--- config.mk ---
export PLATFORM = sky130hd
export DESIGN_NAME = serial_default_mode_override
export DESIGN_NICKNAME = d
export VERILOG_FILES = /design/src/rtl/override_pkg.sv /design/src/rtl/override_if.sv /design/src/rtl/override_debounce.sv /design/src/rtl/serial_default_mode_override.sv
export SDC_FILE = /design/constraint.sdc
export NUM_CORES = 1
export LEC_CHECK = 0
export BUFFER_PORTS_ARGS = -buffer_cell sky130_fd_sc_hd__buf_2
export CAP_MARGIN = 30
export CORE_MARGIN = 2
export CORE_UTILIZATION = 30
export DETAILED_ROUTE_END_ITERATION = 8
export PLACE_DENSITY = 0.49
export RECOVER_POWER = 25
export SYNTH_ARGS = -nofsm -noshare
export SYNTH_HDL_FRONTEND = slang
export SYNTH_HIERARCHICAL = 1
export SYNTH_SLANG_ARGS = --single-unit
--- constraint.sdc ---
create_clock -name aclk -period 2.8 [get_ports aclk]
set_input_delay 0.28 -clock aclk [delete_from_list [all_inputs] [get_ports aclk]]
set_output_delay 0.28 -clock aclk [all_outputs]
set_load 0.02 [all_outputs]
--- src/rtl/override_pkg.sv ---
package override_pkg;

  // Clock and fixed link timing
  localparam int CLK_HZ          = 20_000_000;
  localparam int FIXED_BAUD      = 300;
  localparam int BIT_CYCLES_300  = CLK_HZ / FIXED_BAUD;
  localparam int DEBOUNCE_US     = 10_000;
  localparam int DEBOUNCE_CYCLES = CLK_HZ / 1_000_000 * DEBOUNCE_US;
  localparam int CNT_W           = 17;
  localparam int DB_W            = 18;

  // Register offsets
  localparam logic [3:0] SETUP_OFS  = 4'h0;
  localparam logic [3:0] STATUS_OFS = 4'h4;
  localparam logic [3:0] RXDATA_OFS = 4'h8;
  localparam logic [3:0] TXDATA_OFS = 4'hc;

  // Bit positions in status, receive and transmit words
  localparam int ST_OVR_BIT   = 0;
  localparam int ST_RXV_BIT   = 1;
  localparam int ST_TXB_BIT   = 2;
  localparam int ST_ERR_BIT   = 3;
  localparam int ST_BAUD_LSB  = 4;
  localparam int ST_PAR_LSB   = 7;
  localparam int RX_FIRST_BIT = 8;
  localparam int RX_HASH_BIT  = 9;
  localparam int TX_ERR_BIT   = 8;

  localparam logic [1:0] RESP_OKAY   = 2'b00;
  localparam logic [1:0] RESP_SLVERR = 2'b10;

  // Command characters
  localparam logic [7:0] CH_NUL    = 8'h00;
  localparam logic [7:0] CH_CR     = 8'h0d;
  localparam logic [7:0] CH_HASH   = 8'h23;
  localparam logic [7:0] CH_DOLLAR = 8'h24;
  localparam logic [7:0] CH_QMARK  = 8'h3f;
  localparam logic [7:0] CH_LBRACE = 8'h7b;
  localparam logic [7:0] CH_RBRACE = 8'h7d;

  typedef enum logic [1:0] {PAR_NONE, PAR_EVEN, PAR_ODD} parity_t;

  // Stored setup word, lowest field in the low bits
  typedef struct packed {
    logic [1:0] delay;
    logic       alarm;
    logic       echo;
    logic       lf;
    parity_t    par;
    logic [2:0] baud;
    logic [7:0] addr;
  } setup_t;

  localparam int SETUP_W = 18;
  localparam logic [2:0] BAUD_300 = 3'h0;

  localparam setup_t FACTORY_SETUP = '{
    delay : 2'h2,
    alarm : 1'b0,
    echo  : 1'b0,
    lf    : 1'b0,
    par   : PAR_NONE,
    baud  : BAUD_300,
    addr  : 8'h31
  };

endpackage

--- src/rtl/override_if.sv ---
`timescale 1ns/1ps
interface override_if;
  logic active;
  logic released;
  modport src (output active, output released);
  modport dst (input active, input released);
endinterface

--- src/rtl/override_debounce.sv ---
`timescale 1ns/1ps
module override_debounce #(
  parameter int DEBOUNCE_CYCLES = override_pkg::DEBOUNCE_CYCLES
) (
  input  wire logic aclk,      // System clock
  input  wire logic aresetn,   // Synchronous reset, low
  input  wire logic default_n, // Override pin, low forces default
  override_if.src   ovr        // Debounced level and release pulse
);

  typedef struct packed {
    logic                            s1;
    logic                            s2;
    logic                            active;
    logic                            released;
    logic [override_pkg::DB_W-1:0]   cnt;
  } db_t;

  db_t r_reg;
  db_t r_next;

  // Synchronise, then accept a change only after it stays put
  always_comb begin
    r_next          = r_reg;
    r_next.released = 1'b0;
    r_next.s1       = ~default_n;
    r_next.s2       = r_reg.s1;
    if (r_reg.s2 == r_reg.active) begin
      r_next.cnt = '0;
    end else if (r_reg.cnt ==
                 override_pkg::DB_W'(DEBOUNCE_CYCLES - 1)) begin
      r_next.cnt      = '0;
      r_next.active   = r_reg.s2;
      r_next.released = r_reg.active;
    end else begin
      r_next.cnt = r_reg.cnt + 1'b1;
    end
    if (!aresetn) begin
      r_next = '0;
    end
  end

  always_ff @(posedge aclk) begin
    r_reg <= r_next;
  end

  assign ovr.active   = r_reg.active;
  assign ovr.released = r_reg.released;

endmodule

--- src/rtl/serial_default_mode_override.sv ---
// Behaviour
// - Override pin low forces 300 baud, 8 data bits, 1 stop, no parity.
// - In override, any address except NUL, CR, $, #, { and } is accepted.
// - Entering override never alters the stored setup.
// - No command is blocked by override; accepted frames pass on whole.
// - Stored setup, address included, stays readable during override.
// - Error reply is a question mark then the stored address character.
// - Setup writes in override change only the store, not the live link.
// - Pin release does a program reset and loads the stored link format.
// - Setup lives in a store that only power-on reset restores.
// - Setup may be written at any time.
// - Factory setup is address 1, 300 baud, no parity, delay two.
`timescale 1ns/1ps
module serial_default_mode_override #(
  parameter int BIT_CYCLES_300  = override_pkg::BIT_CYCLES_300,
  parameter int DEBOUNCE_CYCLES = override_pkg::DEBOUNCE_CYCLES
) (
  input  wire logic        aclk,            // System clock
  input  wire logic        aresetn,         // Synchronous reset, low
  input  wire logic        default_n,       // Override pin, low active
  input  wire logic        rxd,             // Serial receive line
  output logic             txd,             // Serial transmit line
  output logic             prog_reset,      // Program reset pulse
  output logic             override_active, // Override mode in force
  input  wire logic [3:0]  awaddr,          // Write address
  input  wire logic [2:0]  awprot,          // Write protection, unused
  input  wire logic        awvalid,         // Write address valid
  output logic             awready,         // Write address ready
  input  wire logic [31:0] wdata,           // Write data
  input  wire logic [3:0]  wstrb,           // Write byte enables
  input  wire logic        wvalid,          // Write data valid
  output logic             wready,          // Write data ready
  output logic [1:0]       bresp,           // Write response
  output logic             bvalid,          // Write response valid
  input  wire logic        bready,          // Write response ready
  input  wire logic [3:0]  araddr,          // Read address
  input  wire logic [2:0]  arprot,          // Read protection, unused
  input  wire logic        arvalid,         // Read address valid
  output logic             arready,         // Read address ready
  output logic [31:0]      rdata,           // Read data
  output logic [1:0]       rresp,           // Read response
  output logic             rvalid,          // Read data valid
  input  wire logic        rready           // Read data ready
);

  localparam int CW = override_pkg::CNT_W;

  typedef enum logic [2:0] {
    RX_IDLE, RX_START, RX_DATA, RX_PAR, RX_STOP
  } rx_state_t;
  typedef enum logic [1:0] {FR_IDLE, FR_ADDR, FR_BODY} frame_state_t;

  typedef struct packed {
    override_pkg::setup_t setup;
    override_pkg::setup_t live;
    logic                 awready;
    logic                 wready;
    logic                 aw_got;
    logic                 w_got;
    logic [3:0]           aw_addr;
    logic [31:0]          w_data;
    logic [3:0]           w_strb;
    logic                 bvalid;
    logic [1:0]           bresp;
    logic                 arready;
    logic                 rvalid;
    logic [1:0]           rresp;
    logic [31:0]          rdata;
    logic                 rx_s1;
    logic                 rx_s2;
    rx_state_t            rx_st;
    logic [CW-1:0]        rx_cnt;
    logic [3:0]           rx_bit;
    logic [7:0]           rx_shift;
    logic                 rx_perr;
    frame_state_t         fr_st;
    logic                 fr_hash;
    logic                 fr_first;
    logic [7:0]           rx_char;
    logic                 rx_first;
    logic                 rx_hash;
    logic                 rx_valid;
    logic                 rx_err;
    logic                 tx_busy;
    logic [CW-1:0]        tx_cnt;
    logic [3:0]           tx_left;
    logic [10:0]          tx_shift;
    logic                 tx_addr_pend;
    logic                 txd;
    logic                 prog_reset;
    logic                 ovr;
  } state_t;

  state_t r_reg;
  state_t r_next;

  override_if ovr_bus ();

  // Pin filter
  override_debounce #(
    .DEBOUNCE_CYCLES (DEBOUNCE_CYCLES)
  ) u_debounce (
    .aclk      (aclk),
    .aresetn   (aresetn),
    .default_n (default_n),
    .ovr       (ovr_bus.src)
  );

  // Link format in force: fixed while overridden, else latched copy
  logic [2:0]            eff_baud;
  override_pkg::parity_t eff_par;
  logic [CW-1:0]         bit_len;
  logic [CW-1:0]         half_len;

  assign eff_baud = ovr_bus.active ? override_pkg::BAUD_300
                                   : r_reg.live.baud;
  assign eff_par  = ovr_bus.active ? override_pkg::PAR_NONE
                                   : r_reg.live.par;
  assign bit_len  = CW'(BIT_CYCLES_300 >> eff_baud) - 1'b1;
  assign half_len = bit_len >> 1;

  // Address check for a frame
  function automatic logic addr_ok(input logic [7:0] c, input logic ov,
                                   input logic [7:0] own);
    logic illegal;
    illegal = (c == override_pkg::CH_NUL) || (c == override_pkg::CH_CR) ||
              (c == override_pkg::CH_DOLLAR) ||
              (c == override_pkg::CH_HASH) ||
              (c == override_pkg::CH_LBRACE) ||
              (c == override_pkg::CH_RBRACE);
    return ov ? !illegal : (c == own);
  endfunction

  // Parity bit of a character under the given format
  function automatic logic par_bit(input logic [7:0] c,
                                   input override_pkg::parity_t p);
    return (p == override_pkg::PAR_ODD) ? ~^c : ^c;
  endfunction

  localparam state_t RESET_STATE = '{
    setup    : override_pkg::FACTORY_SETUP,
    live     : override_pkg::FACTORY_SETUP,
    rx_s1    : 1'b1,
    rx_s2    : 1'b1,
    txd      : 1'b1,
    rx_st    : RX_IDLE,
    fr_st    : FR_IDLE,
    default  : '0
  };

  // Next state of the whole block
  always_comb begin
    logic [31:0] wv;
    logic        got;
    logic [7:0]  ch;
    logic        use_par;
    wv      = '0;
    got     = 1'b0;
    ch      = '0;
    use_par = (eff_par == override_pkg::PAR_EVEN) ||
              (eff_par == override_pkg::PAR_ODD);
    r_next            = r_reg;
    r_next.prog_reset = ovr_bus.released;
    r_next.ovr        = ovr_bus.active;

    // Write address and data, taken in either order
    if (awvalid && r_reg.awready) begin
      r_next.aw_got  = 1'b1;
      r_next.aw_addr = awaddr;
      r_next.awready = 1'b0;
    end
    if (wvalid && r_reg.wready) begin
      r_next.w_got  = 1'b1;
      r_next.w_data = wdata;
      r_next.w_strb = wstrb;
      r_next.wready = 1'b0;
    end
    if (r_reg.aw_got && r_reg.w_got && !r_reg.bvalid) begin
      r_next.aw_got = 1'b0;
      r_next.w_got  = 1'b0;
      r_next.bvalid = 1'b1;
      r_next.bresp  = override_pkg::RESP_OKAY;
      if ({r_reg.aw_addr[3:2], 2'b00} == override_pkg::SETUP_OFS) begin
        wv = 32'(r_reg.setup);
        for (int i = 0; i < 4; i++) begin
          if (r_reg.w_strb[i]) begin
            wv[8*i +: 8] = r_reg.w_data[8*i +: 8];
          end
        end
        r_next.setup =
          override_pkg::setup_t'(wv[override_pkg::SETUP_W-1:0]);
      end else if ({r_reg.aw_addr[3:2], 2'b00} ==
                   override_pkg::TXDATA_OFS) begin
        if (r_reg.w_strb[0] && !r_reg.tx_busy) begin
          ch = r_reg.w_data[override_pkg::TX_ERR_BIT]
               ? override_pkg::CH_QMARK : r_reg.w_data[7:0];
          r_next.tx_addr_pend =
            r_reg.w_data[override_pkg::TX_ERR_BIT];
          r_next.tx_busy  = 1'b1;
          r_next.tx_cnt   = bit_len;
          r_next.tx_shift = {1'b1, use_par ? par_bit(ch, eff_par) : 1'b1,
                             ch, 1'b0};
          r_next.tx_left  = use_par ? 4'd11 : 4'd10;
          r_next.txd      = 1'b0;
        end
      end else if ({r_reg.aw_addr[3:2], 2'b00} !=
                   override_pkg::STATUS_OFS &&
                   {r_reg.aw_addr[3:2], 2'b00} !=
                   override_pkg::RXDATA_OFS) begin
        r_next.bresp = override_pkg::RESP_SLVERR;
      end
    end
    if (r_reg.bvalid && bready) begin
      r_next.bvalid  = 1'b0;
      r_next.awready = 1'b1;
      r_next.wready  = 1'b1;
    end

    // Read channel; reading the receive word clears its flag
    if (arvalid && r_reg.arready) begin
      r_next.arready = 1'b0;
      r_next.rvalid  = 1'b1;
      r_next.rresp   = override_pkg::RESP_OKAY;
      r_next.rdata   = '0;
      if ({araddr[3:2], 2'b00} == override_pkg::SETUP_OFS) begin
        r_next.rdata = 32'(r_reg.setup);
      end else if ({araddr[3:2], 2'b00} == override_pkg::STATUS_OFS) begin
        r_next.rdata[override_pkg::ST_OVR_BIT] = ovr_bus.active;
        r_next.rdata[override_pkg::ST_RXV_BIT] = r_reg.rx_valid;
        r_next.rdata[override_pkg::ST_TXB_BIT] = r_reg.tx_busy;
        r_next.rdata[override_pkg::ST_ERR_BIT] = r_reg.rx_err;
        r_next.rdata[override_pkg::ST_BAUD_LSB +: 3] = eff_baud;
        r_next.rdata[override_pkg::ST_PAR_LSB +: 2]  = eff_par;
      end else if ({araddr[3:2], 2'b00} == override_pkg::RXDATA_OFS) begin
        r_next.rdata[7:0] = r_reg.rx_char;
        r_next.rdata[override_pkg::RX_FIRST_BIT] = r_reg.rx_first;
        r_next.rdata[override_pkg::RX_HASH_BIT]  = r_reg.rx_hash;
        r_next.rx_valid = 1'b0;
        r_next.rx_err   = 1'b0;
      end else if ({araddr[3:2], 2'b00} != override_pkg::TXDATA_OFS) begin
        r_next.rresp = override_pkg::RESP_SLVERR;
      end
    end
    if (r_reg.rvalid && rready) begin
      r_next.rvalid  = 1'b0;
      r_next.arready = 1'b1;
    end

    // Receiver, sampling at mid bit
    r_next.rx_s1 = rxd;
    r_next.rx_s2 = r_reg.rx_s1;
    if (r_reg.rx_st != RX_IDLE) begin
      r_next.rx_cnt = r_reg.rx_cnt - 1'b1;
    end
    case (r_reg.rx_st)
      RX_IDLE: begin
        if (!r_reg.rx_s2) begin
          r_next.rx_st  = RX_START;
          r_next.rx_cnt = half_len;
        end
      end
      RX_START: begin
        if (r_reg.rx_cnt == '0) begin
          r_next.rx_cnt  = bit_len;
          r_next.rx_bit  = '0;
          r_next.rx_perr = 1'b0;
          r_next.rx_st   = r_reg.rx_s2 ? RX_IDLE : RX_DATA;
        end
      end
      RX_DATA: begin
        if (r_reg.rx_cnt == '0) begin
          r_next.rx_cnt   = bit_len;
          r_next.rx_shift = {r_reg.rx_s2, r_reg.rx_shift[7:1]};
          r_next.rx_bit   = r_reg.rx_bit + 1'b1;
          if (r_reg.rx_bit == 4'd7) begin
            r_next.rx_st = use_par ? RX_PAR : RX_STOP;
          end
        end
      end
      RX_PAR: begin
        if (r_reg.rx_cnt == '0) begin
          r_next.rx_cnt  = bit_len;
          r_next.rx_perr = r_reg.rx_s2 != par_bit(r_reg.rx_shift, eff_par);
          r_next.rx_st   = RX_STOP;
        end
      end
      RX_STOP: begin
        if (r_reg.rx_cnt == '0) begin
          r_next.rx_st = RX_IDLE;
          if (r_reg.rx_s2 && !r_reg.rx_perr) begin
            got = 1'b1;
          end else begin
            r_next.rx_err = 1'b1;
          end
        end
      end
      default: r_next.rx_st = RX_IDLE;
    endcase

    // Frame filter: pass every body character of an addressed frame
    if (got) begin
      if (r_reg.rx_shift == override_pkg::CH_DOLLAR ||
          r_reg.rx_shift == override_pkg::CH_HASH) begin
        r_next.fr_st   = FR_ADDR;
        r_next.fr_hash = r_reg.rx_shift == override_pkg::CH_HASH;
      end else begin
        case (r_reg.fr_st)
          FR_ADDR: begin
            r_next.fr_first = 1'b1;
            r_next.fr_st = addr_ok(r_reg.rx_shift, ovr_bus.active,
                                   r_reg.setup.addr) ? FR_BODY : FR_IDLE;
          end
          FR_BODY: begin
            r_next.rx_char  = r_reg.rx_shift;
            r_next.rx_first = r_reg.fr_first;
            r_next.rx_hash  = r_reg.fr_hash;
            r_next.rx_valid = 1'b1;
            r_next.fr_first = 1'b0;
            if (r_reg.rx_shift == override_pkg::CH_CR) begin
              r_next.fr_st = FR_IDLE;
            end
          end
          default: r_next.fr_st = FR_IDLE;
        endcase
      end
    end

    // Transmitter, low bit first
    if (r_reg.tx_busy) begin
      r_next.tx_cnt = r_reg.tx_cnt - 1'b1;
      if (r_reg.tx_cnt == '0) begin
        r_next.tx_cnt   = bit_len;
        r_next.tx_shift = r_reg.tx_shift >> 1;
        r_next.tx_left  = r_reg.tx_left - 1'b1;
        r_next.txd      = r_reg.tx_shift[1];
        if (r_reg.tx_left == 4'd1 && r_reg.tx_addr_pend) begin
          ch = r_reg.setup.addr;
          r_next.tx_addr_pend = 1'b0;
          r_next.tx_shift = {1'b1, use_par ? par_bit(ch, eff_par) : 1'b1,
                             ch, 1'b0};
          r_next.tx_left  = use_par ? 4'd11 : 4'd10;
          r_next.txd      = 1'b0;
        end else if (r_reg.tx_left == 4'd1) begin
          r_next.tx_busy = 1'b0;
          r_next.txd     = 1'b1;
        end
      end
    end

    // Program reset on release: link restarts, store kept
    if (ovr_bus.released) begin
      r_next.live     = r_reg.setup;
      r_next.rx_st    = RX_IDLE;
      r_next.fr_st    = FR_IDLE;
      r_next.rx_valid = 1'b0;
      r_next.rx_err   = 1'b0;
      r_next.tx_busy  = 1'b0;
      r_next.tx_addr_pend = 1'b0;
      r_next.txd      = 1'b1;
    end

    // Power-on reset restores the factory store
    if (!aresetn) begin
      r_next = RESET_STATE;
    end else if (r_reg.awready == 1'b0 && r_reg.wready == 1'b0 &&
                 r_reg.arready == 1'b0 && !r_reg.aw_got &&
                 !r_reg.w_got && !r_reg.bvalid && !r_reg.rvalid) begin
      r_next.awready = 1'b1;
      r_next.wready  = 1'b1;
      r_next.arready = 1'b1;
    end
  end

  // Single state register; override never writes the store
  always_ff @(posedge aclk) begin
    r_reg <= r_next;
  end

  assign txd             = r_reg.txd;
  assign prog_reset      = r_reg.prog_reset;
  assign override_active = r_reg.ovr;
  assign awready         = r_reg.awready;
  assign wready          = r_reg.wready;
  assign bresp           = r_reg.bresp;
  assign bvalid          = r_reg.bvalid;
  assign arready         = r_reg.arready;
  assign rdata           = r_reg.rdata;
  assign rresp           = r_reg.rresp;
  assign rvalid          = r_reg.rvalid;

endmodule

=== After elaboration in Yosys (flattened, before gate mapping) ===
Cells that the tools add are included.

* Add/sub/neg operators: 6
* Eq/ne operators: 33
* Shifts and indexed selects: 1
* Multiplexer cells: 73
* Bitwise logic cells: 8
* Reductions and logical operators: 72

{| class="wikitable"
|+ Operators with widths
! operator !! count
|-
| 2-to-1 mux 35 bit || 6
|-
| case mux 17 bit (4 select lines) || 1
|-
| subtractor 17 x 1 -> 17 bit (second input constant) || 3
|-
| 2-to-1 mux 20 bit || 2
|-
| 2-to-1 mux 2 bit || 19
|-
| 2-to-1 mux 36 bit || 1
|-
| logical NOT 17 bit || 2
|-
| 2-to-1 mux 32 bit || 1
|-
| 2-to-1 mux 1 bit || 26
|-
| 2-to-1 mux 24 bit || 1
|-
| XNOR reduction 8 bit || 3
|-
| parity 8 bit || 3
|-
| AND reduction 3 bit || 7
|-
| 2-to-1 mux 10 bit || 2
|-
| adder 18 x 1 -> 18 bit (second input constant) || 1
|-
| == test 18 bit (second input constant) || 1
|-
| != test 2 bit (second input constant) || 9
|-
| logical AND 1 bit || 17
|-
| 2-to-1 mux 17 bit || 1
|-
| >> shifter 17 x 3 -> 17 bit (first input constant) || 1
|-
| == test 8 x 6 -> 1 bit (second input constant) || 2
|-
| == test 8 x 7 -> 1 bit (second input constant) || 2
|-
| 2-to-1 mux 16 bit || 1
|-
| 2-to-1 mux 8 bit || 2
|-
| other kinds (34) || 79
|}

* Register bits after elaboration: 201
* Input port bits: 59
* Output and inout bits: 44
* Word-level logic and storage cells: 243

=== Depth between registers and ports, before layout ===
Gate-level depths: netlist (run 1).

* Word-level depth: 12
* Depth in mapped cells: 13
* Mapped depth without buffers: 11

=== Cells and area by module ===
The synthesis (run 1) kept the hierarchy.

{| class="wikitable"
|+ Modules (own cells, without submodules)
! module !! times used !! cells an instance !! area each (um^2) !! sequential area each (um^2)
|-
| serial_default_mode_override || 1 || 1042 || 8515.7 || 3203.1
|-
| override_debounce || 1 || 104 || 968.4 || 440.4
|}

=== Worst setup path before layout (run 1) ===
OpenSTA, ideal clock, no wires.

* Path type: register -> register
* From: reg r_reg[179] (netlist bit)
* To: reg r_reg[29] (netlist bit)
* Library setup time: 0.059 ns
* Arrival: 2.651 ns
* Data required time: 2.741 ns
* Path slack: 0.090 ns
* Cell stages (with the launch flop): 14
* Buffers on the path: 2
* Period minus slack after synthesis: 2.710 ns
* Cells stage by stage: dfxtp_1 clkbuf_1 nand2b_1 ha_1 mux2i_1 nor2_1 inv_1 ha_1 nand2_1 or4_1 clkbuf_1 and3_1 o21ai_1 o211a_1

* Word-level cells in the longest chain between the ends: 8
* Elaborated cells on any way between the ends: 9
* Those cells by class: add/sub: 1; shift: 1; mux: 7

{| class="wikitable"
|+ RTL lines
! what !! RTL line !! RTL
|-
| start: declaration || serial_default_mode_override.sv:94 || <nowiki>state_t r_reg;</nowiki>
|-
| start signal: assignment || serial_default_mode_override.sv:376 || <nowiki>r_reg <= r_next;</nowiki>
|-
| 2-to-1 mux 3 bit * || serial_default_mode_override.sv:115 || <nowiki>assign eff_baud = ovr_bus.active ? override_pkg::BAUD_300</nowiki>
|-
| >> shifter 17 x 3 -> 17 bit * || serial_default_mode_override.sv:119 || <nowiki>assign bit_len = CW'(BIT_CYCLES_300 >> eff_baud) - 1'b1;</nowiki>
|-
| subtractor 17 x 1 -> 17 bit * || serial_default_mode_override.sv:119 ||
|-
| 2-to-1 mux 35 bit || serial_default_mode_override.sv:194 || <nowiki>if (r_reg.w_strb[0] && !r_reg.tx_busy) begin</nowiki>
|-
| 2-to-1 mux 35 bit || serial_default_mode_override.sv:192 || <nowiki>end else if ({r_reg.aw_addr[3:2], 2'b00} ==</nowiki>
|-
| 2-to-1 mux 35 bit || serial_default_mode_override.sv:183 || <nowiki>if ({r_reg.aw_addr[3:2], 2'b00} == override_pkg::SETUP_OFS) begin</nowiki>
|-
| 2-to-1 mux 35 bit || serial_default_mode_override.sv:178 || <nowiki>if (r_reg.aw_got && r_reg.w_got && !r_reg.bvalid) begin</nowiki>
|-
| 2-to-1 mux 35 bit * || serial_default_mode_override.sv:329 || <nowiki>if (r_reg.tx_busy) begin</nowiki>
|}

Mark *: on every way between the ends. The rest lies on a longest branch, timed or not. The select of a mux whose other input is x is not followed.
A chain may end at the register's enable or synchronous reset.

=== Worst setup path in the final report (run 1) ===
* From: reg u_debounce.r_reg, in the netlist u_debounce/ovr.active
* To: reg r_reg[29] (netlist bit)

* Word-level cells in the longest chain between the ends: 8
* Elaborated cells on any way between the ends: 9
* Those cells by class: add/sub: 1; shift: 1; mux: 7

{| class="wikitable"
|+ RTL lines
! what !! RTL line !! RTL
|-
| start: declaration || override_debounce.sv:19 || <nowiki>db_t r_reg;</nowiki>
|-
| start signal: assignment || override_debounce.sv:44 || <nowiki>r_reg <= r_next;</nowiki>
|-
| 2-to-1 mux 3 bit * || serial_default_mode_override.sv:115 ||
|-
| >> shifter 17 x 3 -> 17 bit * || serial_default_mode_override.sv:119 ||
|-
| subtractor 17 x 1 -> 17 bit * || serial_default_mode_override.sv:119 ||
|-
| 2-to-1 mux 35 bit || serial_default_mode_override.sv:194 ||
|-
| 2-to-1 mux 35 bit || serial_default_mode_override.sv:192 ||
|-
| 2-to-1 mux 35 bit || serial_default_mode_override.sv:183 ||
|-
| 2-to-1 mux 35 bit || serial_default_mode_override.sv:178 ||
|-
| 2-to-1 mux 35 bit * || serial_default_mode_override.sv:329 ||
|}

Marked as above.

==> load_flow_metrics.sql, run 1 <==
INSERT INTO impl_metrics (metric_group, metric, value, unit) VALUES
('status', 'outcome', 'finished with violations', ''),
('status', 'violations', 'capacitance limit, slew limit', ''),
('sta', 'worst_slew_pin_slew', '1585', 'ps'),
('critical_path', 'cp_num_buf_inv', '2', ''),
('sta', 'final.period_utilization', '91.02', '%'),
('clock_network', 'clkTransAtPathRegs', '70', 'ps'),
('placement', 'place_ws', '148.0', 'ps'),
('detailed_routing', 'detailedRoute.firstPassIterationCount', '4', ''),
('finish', 'diodes', '0', ''),
('clock_network', 'cts_setup_buffers', '0', ''),
('floorplanning', 'vert_die_dim', '181.8', 'µm'),
('finish', 'area_growth', '12.47', '%'),
('grt', 'grt_start_max_net_pins', '81', ''),
('synthesis', 'number_of_synthesized_flops_with_an_enable_pin', '0', ''),
('critical_path', 'r2r_start', 'u_debounce/ovr.active$_SDFFE_PN0P_', ''),
('clock_network', 'cts.root.buffer_cell', 'sky130_fd_sc_hd__clkbuf_16', ''),
('sta', 'finalMaxSlewViolations', '34', ''),
('placement', 'port_buffers', '61', ''),
('sta', 'fmax', '392.4', 'MHz'),
('grt', 'first_global_vias', '7617', ''),
('critical_path', 'critical_path_sink_type', 'register', ''),
('synthesis', 'yosys.area.top_type_share', '38.42', '%'),
('grt', 'global_route.usage.met3', '2.968', '%'),
('placement', 'final_weighted_congestion_in_routability_driven_placement', '0.8108', ''),
('sta', 'setup_violations', '0', ''),
('pwr', 'power_per_cell_area', '587.1', 'nW/µm²'),
('finish', 'fin_cells', '1600', ''),
('detailed_routing', 'route.vias.total', '7954', ''),
('critical_path', 'worstPathRequired', '3180', 'ps'),
('critical_path', 'timing.setup.critical_path_class', 'register to register', ''),
('synthesis', 'yosys-top-cells-area', 'sky130_fd_sc_hd__dfxtp_1, sky130_fd_sc_hd__nand2_1, sky130_fd_sc_hd__xnor2_1, sky130_fd_sc_hd__nor2_1, sky130_fd_sc_hd__ha_1', ''),
('grt', 'gr-usage-met2', '24.75', '%'),
('sta', 'final.min_clock_period', '2549', 'ps'),
('clock_network', 'cts-htree-levels', '4', ''),
('detailed_routing', 'wl_per_cell', '15.85', 'µm'),
('sta', 'rsz_0062_raised_after_global_routing', 'false', ''),
('grt', 'grt.met1_usage', '21.78', '%'),
('sta', 'timing.setup.tns', '0', 'ps'),
('sta', 'timing.slew.headroom', '-5.690', '%'),
('floorplanning', 'design.portCount', '103', ''),
('floorplanning', 'number_of_standard_cell_rows_in_the_floorplan', '65', ''),
('sta', 'fin_ws', '251.3', 'ps'),
('grt', 'overflow', '0', ''),
('detailed_routing', 'post_drt_via_cell_ratio', '4.971', ''),
('detailed_routing', 'ant_nets', '0', ''),
('sta', 'finalClockSkew', '13.25', 'ps'),
('critical_path', 'critPathTopFamily', 'simple AND/OR/NAND/NOR gates', ''),
('synthesis', 'synth_largest_area_cell', 'sky130_fd_sc_hd__dfxtp_1', ''),
('critical_path', 'crit_path_cell_trace', 'nand2b_1, buf_4, inv_1, ha_1, nor4b_1, a21oi_1, or4_4, and3_1, o21ai_1, o211a_1', ''),
('critical_path', 'critical-path-max-stage-delay', '590', 'ps'),
('hold_path', 'hold_path_class', 'input port to register', ''),
('critical_path', 'startpoint', 'u_debounce/ovr.active$_SDFFE_PN0P_', ''),
('finish', 'final_layout_size_suffix_gt1_share', '10.60', '%'),
('synthesis', 'ys_warn_count', '6', ''),
('finish', 'nets', '1275', ''),
('grt', 'grt_busiest_layer', 'met2', ''),
('sta', 'timing.final.hold_violations', '0', ''),
('finish', 'number_of_inserted_filler_cells_in_the_final_layout', '3328', ''),
('pwr', 'ir_worst_vdd', '329.8', 'µV'),
('clock_network', 'cts_tree', 'built', ''),
('pwr', 'p_leak', '0.003886', 'µW'),
('placement', 'dp.cells', '1567', ''),
('clock_network', 'clk-insertion-delay-late', '440', 'ps'),
('finish', 'largest_register_ffs', '132', ''),
('synthesis', 'synth-seq-area-share', '38.42', '%'),
('clock_network', 'clk_path_buf_depth', '2', ''),
('flow_run', 'cap_violations', '1', ''),
('floorplanning', 'floorplan.die.width', '181.8', 'µm'),
('hold_path', 'worstHoldStart', 'rxd', ''),
('detailed_routing', 'total_wire_length_after_detailed_routing', '25360', 'µm'),
('clock_network', 'tritoncts_num_sinks', '182', '');
-- cell usage in the layout, fill, tap and decap left out, types with 31 or more instances in the layout --
cell	netlist	final
sky130_fd_sc_hd__buf_4	37	38
sky130_fd_sc_hd__o21ai_0	40	40
sky130_fd_sc_hd__nor2_1	121	121
sky130_fd_sc_hd__buf_2	8	32
sky130_fd_sc_hd__a21oi_1	76	76
sky130_fd_sc_hd__clkbuf_1	48	34
sky130_fd_sc_hd__nand3_1	57	57
sky130_fd_sc_hd__mux2i_1	37	37
sky130_fd_sc_hd__ha_1	31	31
sky130_fd_sc_hd__nand2_1	131	131
sky130_fd_sc_hd__dfxtp_1	182	182
sky130_fd_sc_hd__a211oi_1	33	33
sky130_fd_sc_hd__xnor2_1	54	54
-- through the flow --
stage / total power, µW / instance area, µm²
after global routing: 6590 / 10670
after detailed placement: 3953 / 10140
after floorplan: 3661 / 9540
after global placement: 3947 / 10140
after CTS: 6365 / 10720
final: 6263 / 10670
-- power by group --
group          switching, µW  internal, µW
clock                   1120          1270
combinational            652           367
sequential               133          2720
total                   1900          4360
-- what timing repair did --
action                                  4_1_cts  5_1_grt
endpoints found under the setup margin        0        8
hold buffers                                  1        0
resized for setup                             0        2
endpoints found under the hold margin         1        0
-- layout make-up --
class / count / area [µm²] / share of cell area (%)
Clock buffer: 21 / 450.4 / 4.223
Clock inverter: 11 / 113.9 / 1.067
Timing Repair Buffer: 103 / 579.3 / 5.431
Inverter: 30 / 113.9 / 1.067
Multi-Input combinational cell: 851 / 5263 / 49.34
Tap cell: 402 / 503.0 / 4.716
Sequential cell: 182 / 3643 / 34.16
-- worst reg2reg max path, stage by stage, from the launching register on --
cell and delay, ps:
sky130_fd_sc_hd__dfxtp_1 360, sky130_fd_sc_hd__nand2b_1 140, sky130_fd_sc_hd__buf_4 150, sky130_fd_sc_hd__inv_1 100, sky130_fd_sc_hd__ha_1 240, sky130_fd_sc_hd__nor4b_1 300
sky130_fd_sc_hd__a21oi_1 100, sky130_fd_sc_hd__or4_4 590, sky130_fd_sc_hd__and3_1 240, sky130_fd_sc_hd__o21ai_1 140, sky130_fd_sc_hd__o211a_1 150
-- per-layer routing --
metal	vias up	routed length, µm
met5	-	0
met4	0	297
met3	21	848
met2	134	11600
met1	3754	12610
li1	4045	-
-- cells by family (layout without fill, tap and decap cells) --
kind of cell    count (synthesis)  count (layout)  share of synthesized area [%]
mux                            39              39                          4.143
buf+inv                       128             165                          6.728
simple gates                  459             459                          24.23
other cells                     1              16                        0.03954
xor+xnor                       69              69                          6.372
compound gates                237             237                          15.98
flops                         182             182                          38.42
fa+ha+maj                      31              31                          4.090
-- final timing paths --
| kind | end | slack [ps] | cells after the start |
|---|---|---|---|
| max reg2reg | r_reg[29]$_SDFFE_PN0P_ | 250 | 10 |
| min | r_reg[87]$_SDFF_PN1_ | 30 | 2 |
| max | r_reg[29]$_SDFFE_PN0P_ | 250 | 10 |
| min reg2reg | r_reg[86]$_SDFF_PN1_ | 440 | 1 |
(Power assumes the default switching activity.)
==> run 2, diff against run 1 <==
==> constraint.sdc (replaced) <==
create_clock -name aclk -period 2.1 [get_ports aclk]
set_input_delay 0.21 -clock aclk [delete_from_list [all_inputs] [get_ports aclk]]
set_output_delay 0.21 -clock aclk [all_outputs]
set_load 0.02 [all_outputs]
==> load_flow_metrics.sql, run 2 (synthesis results as in run 1) <==
INSERT INTO impl_metrics (metric_group, metric, value, unit) VALUES
('critical_path', 'startpoint', 'u_debounce/ovr.active$_SDFFE_PN0P_', ''),
('placement', 'port_buffers', '61', ''),
('clock_network', 'clkTransAtPathRegs', '70', 'ps'),
('pwr', 'power.net_switching', '2704', 'µW'),
('finish', 'largest_register_ffs', '132', ''),
('finish', 'final_core_utilization', '38.37', '%'),
('flow_run', 'cap_violations', '0', ''),
('clock_network', 'clk_path_buf_depth', '2', ''),
('clock_network', 'cts-htree-levels', '4', ''),
('grt', 'gr-usage-met2', '26.36', '%'),
('detailed_routing', 'detailedRoute.firstPassIterationCount', '5', ''),
('pwr', 'ir_worst_vdd', '835.2', 'µV'),
('sta', 'fmax', '440.9', 'MHz'),
('floorplanning', 'number_of_standard_cell_rows_in_the_floorplan', '65', ''),
('sta', 'worst_slew_pin_slew', '797.4', 'ps'),
('critical_path', 'worstPathRequired', '2490', 'ps'),
('placement', 'final_weighted_congestion_in_routability_driven_placement', '0.8124', ''),
('placement', 'dpl.hpwl', '19140', 'µm'),
('finish', 'nets', '1389', ''),
('clock_network', 'cts_tree', 'built', ''),
('critical_path', 'crit_fanout', '4', ''),
('clock_network', 'cts.root.buffer_cell', 'sky130_fd_sc_hd__clkbuf_16', ''),
('finish', 'final_layout_size_suffix_gt1_share', '21.72', '%'),
('critical_path', 'critical-path-max-stage-delay', '580', 'ps'),
('critical_path', 'critPathTopFamily', 'simple AND/OR/NAND/NOR gates', ''),
('critical_path', 'r2r_start', 'u_debounce/ovr.active$_SDFFE_PN0P_', ''),
('critical_path', 'critical_path_sink_type', 'register', ''),
('clock_network', 'cts_inserted_buffers', '17', ''),
('sta', 'final.min_clock_period', '2268', 'ps'),
('detailed_routing', 'total_wire_length_after_detailed_routing', '27190', 'µm'),
('floorplanning', 'floorplan.die.width', '181.8', 'µm'),
('sta', 'finalMaxSlewViolations', '0', ''),
('finish', 'most_common_cell_after_layout_fill_and_taps_aside', 'sky130_fd_sc_hd__dfxtp_1', ''),
('floorplanning', 'design.portCount', '103', ''),
('grt', 'grt.met1_usage', '22.45', '%'),
('pwr', 'net_switching_share_of_the_total_power', '31.05', '%'),
('finish', 'layout_common_cells', 'sky130_fd_sc_hd__dfxtp_1, sky130_fd_sc_hd__nand2_1, sky130_fd_sc_hd__buf_4', ''),
('critical_path', 'cp_num_buf_inv', '0', ''),
('grt', 'global_route.usage.met3', '3.149', '%'),
('grt', 'grt_start_max_net_pins', '86', ''),
('detailed_routing', 'initialDrtViolationCount', '410', ''),
('detailed_routing', 'route.vias.total', '8391', ''),
('floorplanning', 'initial_utilization', '30.29', '%'),
('grt', 'overflow', '0', ''),
('pwr', 'pwr-share-comb', '18.6', '%'),
('detailed_routing', 'post_drt_via_cell_ratio', '4.896', ''),
('pwr', 'power_frac_seq', '43.6', '%'),
('sta', 'timing.final.hold_violations', '0', ''),
('critical_path', 'cpMaxStageDelayCell', 'sky130_fd_sc_hd__or4_4', ''),
('sta', 'fin_ws', '-168.3', 'ps'),
('sta', 'rsz_0062_raised_after_global_routing', 'true', ''),
('detailed_routing', 'wl_per_cell', '15.86', 'µm'),
('sta', 'finalClockSkew', '12.82', 'ps'),
('clock_network', 'clk-insertion-delay-late', '450', 'ps'),
('hold_path', 'worstHoldStart', 'wdata[3]', ''),
('grt', 'first_pass_grt_wire_length', '43090', 'µm'),
('finish', 'area_growth', '26.68', '%'),
('pwr', 'p_leak', '0.004579', 'µW'),
('grt', 'first_global_vias', '7970', ''),
('grt', 'global_routing_usage_summed_across_all_routing_layers', '16.34', '%'),
('sta', 'timing.setup.tns', '-2029', 'ps'),
('floorplanning', 'core-area', '31310', 'µm²'),
('critical_path', 'cp-start-kind', 'register', ''),
('detailed_routing', 'ant_nets', '0', ''),
('hold_path', 'hold_path_class', 'input port to register', ''),
('critical_path', 'timing.setup.critical_path_class', 'register to register', ''),
('status', 'violations', 'setup timing', ''),
('pwr', 'power_frac_clock', '37.8', '%'),
('floorplanning', 'floorplan.die_area', '33050', 'µm²'),
('detailed_routing', 'drc', '0', ''),
('sta', 'final.period_utilization', '108.0', '%'),
('clock_network', 'tritoncts_num_sinks', '182', ''),
('status', 'outcome', 'finished with violations', ''),
('pwr', 'power_per_cell_area', '725.0', 'nW/µm²'),
('grt', 'grt_busiest_layer', 'met2', ''),
('sta', 'timing.slew.headroom', '46.84', '%'),
('grt', 'antenna_violations_before_repair', '0', ''),
('floorplanning', 'vert_die_dim', '181.8', 'µm'),
('critical_path', 'crit_path_cell_trace', 'nand2b_4, ha_4, nor4b_2, nor3_2, or4_4, and3_4, o21ai_2, o211a_1', ''),
('finish', 'diodes', '0', ''),
('critical_path', 'worst_ep_arrival_time', '2660', 'ps'),
('pwr', 'cellInternalPower', '6006', 'µW'),
('sta', 'setup_violations', '20', '');
run 2: cell count changes in the layout (fill, tap and decap cells not counted), sizes merged:
cell         previous run  this run
clkinv                  3         5
clkinvlp                3         1
dlygate4sd3             1        21
inv                    34        37
buf                    70       172
clkbuf                 53        42
run 2: layer usage:
| metal | up-vias | wire, µm |
|---|---|---|
| li1 | 4275 | - |
| met1 | 3958 | 13310 |
| met2 | 144 | 12560 |
| met3 | 14 | 1079 |
| met4 | 0 | 235 |
| met5 | - | 0 |
run 2: path summary, 6_finish.rpt:
kind / cells past startpoint / slack, ps / to
setup / recovery: 8 / -170 / r_reg[29]$_SDFFE_PN0P_
setup reg to reg: 8 / -170 / r_reg[29]$_SDFFE_PN0P_
hold reg to reg: 1 / 430 / r_reg[86]$_SDFF_PN1_
hold / removal: 3 / 20 / r_reg[134]$_SDFFE_PN0P_
run 2: power groups by stage:
stage	sequential, µW	clock, µW	combinational [µW]
after floorplan	3860	0	1030
after global placement	3870	0	1530
after detailed placement	3870	0	1540
after CTS	3790	3380	1590
after global routing	3820	3500	1800
final	3800	3290	1620
run 2: through the flow:
stage / power (µW) / std cells / worst slack [ps] / hold slack (ps) / cell area (µm²)
final: 8710 / 1714 / -168.3 / 18.40 / 12010
after floorplan: 4884 / 1161 / -213.8 / 281.6 / 9625
after CTS: 8756 / 1705 / -175.5 / 3.651 / 11730
after detailed placement: 5415 / 1650 / -219.1 / 393.1 / 10830
after global placement: 5404 / 1650 / -186.6 / 399.9 / 10830
after global routing: 9124 / 1714 / -255.7 / 19.84 / 12010
run 2: cell type report:
type                       instances  area (µm²)
clock buffer                      18       429.2
fill                            3216       19300
tap                              402       503.0
clock inverter                    14       160.2
multi-input combinational        851        5570
inverter                          30       112.6
timing repair buffer             217        1587
sequential                       182        3652
run 2: worst register-to-register path, stage by stage, from the launching register on:
cell and delay (ps):
sky130_fd_sc_hd__dfxtp_4 350, sky130_fd_sc_hd__nand2b_4 150, sky130_fd_sc_hd__ha_4 250, sky130_fd_sc_hd__nor4b_2 340
sky130_fd_sc_hd__nor3_2 90, sky130_fd_sc_hd__or4_4 580, sky130_fd_sc_hd__and3_4 190, sky130_fd_sc_hd__o21ai_2 120
sky130_fd_sc_hd__o211a_1 150
run 2: timing repair:
action                                  4_1_cts  5_1_grt
endpoints found under the setup margin       39       64
pin swaps                                     7       19
hold endpoints to repair                     21        0
resized for setup                            18       50
cloned                                        0        1
hold buffers                                 21        0
setup buffers                                 3        9
